`config.mk`:
```
export PLATFORM = sky130hd
export DESIGN_NAME = byte_fifo
export DESIGN_NICKNAME = d
export VERILOG_FILES = /design/src/verilog/byte_fifo.sv /design/src/verilog/param_page_crc_checker.sv
export SDC_FILE = /design/constraint.sdc
export NUM_CORES = 1
export LEC_CHECK = 0
export ABC_CLOCK_PERIOD_IN_PS = 4500
export BUFFER_PORTS_ARGS = -buffer_cell sky130_fd_sc_hd__buf_2
export CAP_MARGIN = 15
export CORE_MARGIN = 5
export CORE_UTILIZATION = 35
export CTS_CLUSTER_DIAMETER = 30
export DETAILED_ROUTE_END_ITERATION = 8
export GPL_TIMING_DRIVEN = 0
export PLACE_DENSITY = 0.53
export SYNTH_ARGS = -nofsm -noshare
export SYNTH_HDL_FRONTEND = slang
export SYNTH_SLANG_ARGS = --single-unit
```
`constraint.sdc`:
```
create_clock -name mclk -period 4.5 [get_ports mclk]
set_input_delay 0.45 -clock mclk [delete_from_list [all_inputs] [get_ports mclk]]
set_output_delay 0.45 -clock mclk [all_outputs]
set_load 0.02 [all_outputs]
```
`src/verilog/byte_fifo.sv`:
```
// The byte FIFO module lives in param_page_crc_checker.sv, next to its only user.
// This file holds no logic.

```
`src/verilog/param_page_crc_checker.sv`:
```


// ---------------------------------------------------------------
// Byte FIFO: valid/ready on both sides, flush empties it in one cycle
// ---------------------------------------------------------------
module byte_fifo #(
  parameter int WIDTH = 8,
  parameter int DEPTH = 16
) (
  // Clock and reset
  input  wire logic             mclk,
  input  wire logic             srst,
  input  wire logic             flush,
  // Fill side
  input  wire logic             inValid,
  input  wire logic [WIDTH-1:0] inData,
  output logic                  inReady,
  // Drain side
  output logic                  outValid,
  output logic [WIDTH-1:0]      outData,
  input  wire logic             outReady
);
  localparam int AW = $clog2(DEPTH);

  logic [WIDTH-1:0] mem [DEPTH];
  logic [AW-1:0]    wrPtrQ;
  logic [AW-1:0]    rdPtrQ;
  logic [AW:0]      cntQ;
  logic             push;
  logic             pop;

  // Handshakes on both sides
  assign push     = inValid && inReady;
  assign pop      = outValid && outReady;
  assign outValid = (cntQ != '0);
  assign outData  = mem[rdPtrQ];

  // Storage
  always_ff @(posedge mclk) begin
    if (push) begin
      mem[wrPtrQ] <= inData;
    end
  end

  // Pointers, fill count and registered ready; ready drops with the last free slot
  always_ff @(posedge mclk) begin
    if (srst || flush) begin
      wrPtrQ  <= '0;
      rdPtrQ  <= '0;
      cntQ    <= '0;
      inReady <= 1'b1;
    end else begin
      if (push) wrPtrQ <= wrPtrQ + 1'b1;
      if (pop)  rdPtrQ <= rdPtrQ + 1'b1;
      cntQ    <= cntQ + (AW+1)'(push) - (AW+1)'(pop);
      inReady <= (cntQ + (AW+1)'(push) - (AW+1)'(pop)) != (AW+1)'(DEPTH);
    end
  end

endmodule

```
==> impl_metrics.json, run 1 <==
{
  "status": "finished clean",
  "coreArea_um2": 16500,
  "fillers": 1494,
  "cts.htree.levels": 4,
  "antenna_found_initial": 0,
  "holdPathStages": 3,
  "die_h_um": 139,
  "netlist_area_um2": 5830,
  "synth_area_leaders": "edfxtp_1 66%, mux4_2 7.0%, mux4_1 6.3%",
  "wirelength_um": 11400,
  "r2r_end": "inReady",
  "tns_ps": 0,
  "num_antenna_cells": 0,
  "cts_buffer_depth": 2,
  "synth_area_leader_cell": "edfxtp_1",
  "avgSynthCellArea_um2": 19.1,
  "wl_per_cell_um": 19.7,
  "final_cell_area_um2": 6760,
  "max_cap_viol_count": 0,
  "drive_gt1_share_pct": 21.9,
  "seq_area_um2": 4200,
  "cp_top_family": "adder cells",
  "fmax_ghz": 0.339,
  "synth_nets": 331,
  "dp_hpwl_um": 7590,
  "reg2reg_from": "cntQ[3]",
  "postPlaceCellArea_um2": 6220,
  "ys_ff_latch": 146,
  "first_pass_iters": 5,
  "synth_top_area_share_pct": 65.9,
  "min_period_ps": 2950,
  "grt_max_degree": 17,
  "worst-r2r-setup-slack_ps": 1550,
  "hold_viol": 0,
  "root_buffer": "clkbuf_16",
  "die_w_um": 139,
  "rsz0062_at_grt": "false",
  "via_per_inst": 4.82,
  "ioPinCount": 23,
  "multi_input_area_um2": 1490,
  "drtIter0Drc": 159,
  "relSlewSlack_pct": 52.4,
  "num-nets-final": 372,
  "crit_chain": "inv_1, ha_1, or4b_1, clkbuf_1, nand2_1, inv_1, ha_1, inv_1, ha_1, fa_1, a21oi_1, o2111ai_1, a21bo_2, nand4_1",
  "path_buf_inv": 4,
  "hp-start": "srst",
  "p_leak_nw": 2.23,
  "synth_cell_type_count": 33,
  "drc": 0,
  "layout_commonest_cell": "edfxtp_1",
  "crit_slowest_cell": "or4b_1",
  "ctsResizeCount": 0,
  "numCtsBuffers": 17,
  "setup_viol": 0,
  "min_period_over_period_pct": 65.5,
  "clkLatencyLatePin_ps": 410,
  "antenna_left": 0,
  "hold_path_end": "rdPtrQ[1]",
  "path_class": "flip-flop to flip-flop",
  "path_clk_slew_ps": 50,
  "fin_skew_ps": 7.25,
  "endpoint_kind": "flip-flop",
  "io_buffers": 22,
  "rows": 47,
  "cts_setup_buffers": 0,
  "drv_slew": 0,
  "worst_pin_slew_ps": 714,
  "critPathMaxStageDelay_ps": 410,
  "start_util_pct": 35.4,
  "grt_pass1_wl_um": 17300,
  "critPathArrivalTime_ps": 3220,
  "ctsHoldBuffers": 0,
  "required_ps": 4780,
  "die_area_um2": 19300,
  "hp-class": "input pin to flip-flop",
  "grt_use_total_pct": 12.3,
  "power_density_nw_per_um2": 483,
  "ys_seq_area_share_pct": 72.1,
  "start_kind": "flip-flop",
  "gp_congestion": 0.782,
  "worstPathMaxFanout": 5,
  "vias": 2793,
  "yosysWarningCount": 0,
  "ir_drop_v": 0.000316,
  "mostFrequentLayoutCells": "128 x edfxtp_1, 24 x buf_2, 20 x and2_1, 18 x mux4_2, 18 x dfxtp_1",
  "reg2reg_depth": 14,
  "overflow": 0,
  "cts_tree": "yes",
  "clock_sinks": 146,
  "syn_to_final_growth_pct": 16.0,
  "synthCells": 306,
  "grt_pass1_vias": 2930
}
-- routing by layer --
| metal | GRT usage, % | vias up | share of wire [%] |
|---|---|---|---|
| met5 | 0 | - | 0 |
| met4 | 3.55 | 0 | 0.97 |
| met3 | 4.10 | 9 | 5.3 |
| met2 | 19.9 | 52 | 50 |
| met1 | 16.0 | 1427 | 44 |
| li1 | - | 1305 | - |
-- power breakdown --
| part | total (W) | switching [W] | leakage, nW | internal, W |
|---|---|---|---|---|
| clock network | 0.00128 | 0.000524 | 0.254 | 0.000757 |
| logic | 0.000459 | 0.000261 | 0.678 | 0.000198 |
| registers | 0.00153 | 0.0000167 | 1.30 | 0.00151 |
-- Yosys cell counts, drive strengths merged --
cell type,number
a21bo,1
a21o,1
a21oi,4
a22oi,16
and2,20
and2b,1
and3,2
buf,7
clkbuf,3
clkdlybuf4s25,3
dfxtp,18
edfxtp,128
fa,1
ha,11
inv,10
mux4,32
nand2,13
nand3,3
nand4,2
nor2,13
nor2b,1
nor3,1
nor3b,2
o2111ai,1
o21ai,1
or2,1
or4b,1
xnor2,4
xor2,5
-- metrics by stage --
stage	total power [W]	std cells	utilization [%]	setup slack [ps]	hold WS [ps]
after floorplan	0.00188	306	-	1660	457
after global placement	0.00202	548	37.8	1530	485
after detailed placement	0.00203	548	37.8	1520	505
after CTS	0.00332	580	41.1	1510	341
after global routing	0.00342	580	41.1	1300	363
final	0.00327	580	41.1	1550	358
-- worst max-delay path by stage --
stage             from  depth (start not counted)  slack, ps  endpoint
6_report       cntQ[3]                         14       1550   inReady
5_1_grt        cntQ[2]                         14       1300   inReady
4_1_cts        cntQ[3]                         14       1510   inReady
3_5_place_dp   cntQ[3]                         14       1520   inReady
3_3_place_gp   cntQ[3]                         14       1530   inReady
2_1_floorplan  cntQ[3]                         14       1660   inReady
-- cell families (layout without fill, tap and decap cells) --
family | Yosys count | in the layout | share of synthesized area, %
AND/OR/NAND/NOR | 60 | 60 | 5.36
XOR/XNOR | 9 | 9 | 1.35
AO/OA/AOI/OAI | 24 | 24 | 2.94
multiplexers | 32 | 32 | 13.3
adder cells (fa/ha/maj) | 12 | 12 | 2.70
buffers and inverters | 23 | 77 | 2.30
flip-flops | 146 | 146 | 72.1
-- final cells by class --
cell class              count  share of cell area [%]
well taps                 220                    4.07
multi-input cells         137                    22.1
inverters                  10                   0.555
clock inverters            13                    1.67
repair buffers             22                    1.63
plain buffers              13                    1.42
clock buffers              19                    6.40
flip-flops and latches    146                    62.2
-- worst reg2reg max path: stages (launching register included) --
cell and delay (ps):
dfxtp_1 320, inv_1 80, ha_1 130, or4b_1 410, clkbuf_1 150, nand2_1 140, inv_1 60, ha_1 270
inv_1 40, ha_1 200, fa_1 410, a21oi_1 190, o2111ai_1 110, a21bo_2 210, nand4_1 90
-- flip-flops by register name, summed over array words and instances, names as in the netlist, named ones only --
signal / flops
inReady: 1
wrPtrQ: 4
rdPtrQ: 4
cntQ: 5
mem: 128
No activity file was read; power rests on OpenSTA's default activity.
==> run 2, diff against run 1 <==
--- a/config.mk
+++ b/config.mk
@@ -5,7 +5,8 @@
 export SDC_FILE = /design/constraint.sdc
 export NUM_CORES = 1
 export LEC_CHECK = 0
-export ABC_CLOCK_PERIOD_IN_PS = 4500
+export ABC_AREA = 1
+export ABC_CLOCK_PERIOD_IN_PS = 3000
 export BUFFER_PORTS_ARGS = -buffer_cell sky130_fd_sc_hd__buf_2
 export CAP_MARGIN = 15
 export CORE_MARGIN = 5
==> constraint.sdc (replaced) <==
create_clock -name mclk -period 3 [get_ports mclk]
set_input_delay 0.3 -clock mclk [delete_from_list [all_inputs] [get_ports mclk]]
set_output_delay 0.3 -clock mclk [all_outputs]
set_load 0.02 [all_outputs]
==> impl_metrics.json, run 2 <==
{
  "largest_reg_flops": 128,
  "ioPinCount": 23,
  "cp_num_cells": 13,
  "hp-class": "input pin to flip-flop",
  "yosysWarningCount": 0,
  "cts.htree.levels": 4,
  "overflow": 0,
  "min_period_over_period_pct": 81.1,
  "tns_ps": 0,
  "critPathMaxStageDelay_ps": 400,
  "drtIter0Drc": 429,
  "crit_end": "inReady",
  "setup_viol": 0,
  "clock_power_share_pct": 40.8,
  "reg2reg_from": "cntQ[3]",
  "vias": 4341,
  "wl_per_cell_um": 16.9,
  "antenna_found_initial": 0,
  "cts_buffer_depth": 2,
  "finalPower_w": 0.00547,
  "crit_chain": "inv_1, ha_1, inv_1, nor2_1, a21boi_2, ha_1, inv_1, ha_1, fa_1, xnor2_1, nand3_1, nor2_1, nand2_1",
  "synth_cell_type_count": 20,
  "cts_tree": "yes",
  "grt_pass1_vias": 4374,
  "grt_use_total_pct": 15.4,
  "start_util_pct": 35.7,
  "drive_gt1_share_pct": 11.1,
  "grt_pass1_wl_um": 24700,
  "ir_drop_v": 0.000400,
  "r2r_end": "inReady",
  "wirelength_um": 15700,
  "p_switching_w": 0.00145,
  "first_pass_iters": 5,
  "num_antenna_cells": 0,
  "ctsResizeCount": 0,
  "syn_to_final_growth_pct": 15.7,
  "fmax_ghz": 0.411,
  "die_w_um": 146,
  "numCtsBuffers": 17,
  "critPathArrivalTime_ps": 2730,
  "mostFrequentLayoutCells": "194 x nand2_1, 128 x edfxtp_1, 116 x inv_1, 103 x nand3_1, 34 x buf_2",
  "gp_congestion": 0.912,
  "synth_nets": 673,
  "crit_start": "cntQ[3]",
  "switching_share_pct": 26.5,
  "cp_top_family": "adder cells",
  "path_buf_inv": 3,
  "path_class": "flip-flop to flip-flop",
  "coreArea_um2": 18100,
  "worst-r2r-setup-slack_ps": 570,
  "synth_area_leader_cell": "edfxtp_1",
  "synth_flop_cell": "edfxtp_1",
  "drc": 0,
  "via_per_inst": 4.67,
  "rows": 49,
  "ys_ff_latch": 146,
  "hold_ws_ps": 245,
  "clock_sinks": 146,
  "netlist_area_um2": 6450,
  "layout_commonest_cell": "nand2_1",
  "antenna_left": 0,
  "relSlewSlack_pct": 40.6,
  "status": "finished clean",
  "clkLatencyLatePin_ps": 410,
  "dp.cells": 899,
  "synth_area_leaders": "edfxtp_1 60%, nand2_1 11%, nand3_1 8.0%",
  "regMostFlops": "mem",
  "min_period_ps": 2430,
  "synthArstFlopShare_pct": 0,
  "endpoint_kind": "flip-flop",
  "worst_pin_slew_ps": 888,
  "path_clk_slew_ps": 50,
  "start_kind": "flip-flop",
  "dp_hpwl_um": 10800,
  "seqPwrFrac_pct": 41.8,
  "p_int_w": 0.00403,
  "synthCells": 648,
  "die_area_um2": 21300,
  "reg2reg_depth": 13,
  "largest_registers": "mem x128, cntQ x5",
  "power_density_nw_per_um2": 733,
  "rsz0062_at_grt": "false",
  "synth_top_area_share_pct": 59.5,
  "max_cap_viol_count": 0,
  "ctsHoldBuffers": 0,
  "grt_max_degree": 17,
  "p_leak_nw": 3.19,
  "ys_top_cells_by_count": "194 x nand2_1, 128 x edfxtp_1, 116 x inv_1",
  "num-nets-final": 714,
  "cts_setup_buffers": 0,
  "hold_viol": 0,
  "io_buffers": 22,
  "fin_cells": 929,
  "worstPathMaxFanout": 6,
  "ys_seq_area_share_pct": 65.1,
  "drv_slew": 0,
  "required_ps": 3300,
  "fin_skew_ps": 7.86,
  "root_buffer": "clkbuf_16",
  "die_h_um": 146,
  "comb_power_share_pct": 17.4,
  "synth_edf_count": 128,
  "yosysMostFrequentCell": "nand2_1",
  "avgSynthCellArea_um2": 9.96,
  "crit_slowest_cell": "fa_1"
}
[run 2: power groups by stage]
stage,combinational (W),clock [W],sequential [W]
2_1_floorplan,0.000638,0,0.00233
3_3_place_gp,0.000943,0,0.00233
3_5_place_dp,0.000954,0,0.00233
4_1_cts,0.000959,0.00226,0.00229
5_1_grt,0.00108,0.00235,0.00230
6_report,0.000950,0.00223,0.00229
[run 2: cell families after synthesis]
kind of cell             synth area share, %
AND/OR/NAND/NOR                         21.3
flip-flops                              65.1
buffers and inverters                   9.67
AO/OA/AOI/OAI                           1.22
adder cells (fa/ha/maj)                 2.44
XOR/XNOR                               0.271
[run 2: worst min path at each step]
| stage | startpoint | endpoint | slack (ps) | cells past startpoint |
|---|---|---|---|---|
| global placement | rdPtrQ[3] | rdPtrQ[3] | 500 | 2 |
| finish | srst | cntQ[4] | 250 | 4 |
| CTS | srst | cntQ[4] | 250 | 4 |
| floorplan | inData[0] | mem[0][0] | 400 | 0 |
| global route | srst | cntQ[4] | 280 | 4 |
| detailed placement | rdPtrQ[3] | flip-flop | 500 | 2 |
[run 2: routing by layer]
| metal | track usage, % | wire (um) |
|---|---|---|
| met5 | 0 | 0 |
| met3 | 3.36 | 856 |
| met2 | 25.3 | 7320 |
| met4 | 4.37 | 263 |
| met1 | 20.5 | 7210 |
[run 2: area by class of cell]
cell class / count / area, um^2
Buffer: 24 / 178
Clock buffer: 18 / 429
Clock inverter: 12 / 190
Fill cell: 1740 / 10600
Inverter: 119 / 447
Multi-Input combinational cell: 359 / 1630
Sequential cell: 146 / 4200
Tap cell: 229 / 287
Timing Repair Buffer: 22 / 110
[run 2: worst reg2reg max path, stage by stage, from the launching register on]
cell and delay [ps]:
dfxtp_1 300, inv_1 90, ha_1 170, inv_1 50, nor2_1 140, a21boi_2 130, ha_1 290, inv_1 40
ha_1 200, fa_1 400, xnor2_1 250, nand3_1 110, nor2_1 120, nand2_1 50
[run 2: stage by stage]
stage / utilization (%) / cell area, um^2 / setup slack, ps
floorplan: - / 6450 / 823
finish: 41.3 / 7470 / 568
global route: 41.3 / 7470 / 344
CTS: 41.3 / 7470 / 559
global placement: 37.9 / 6850 / 609
detailed placement: 37.9 / 6850 / 570
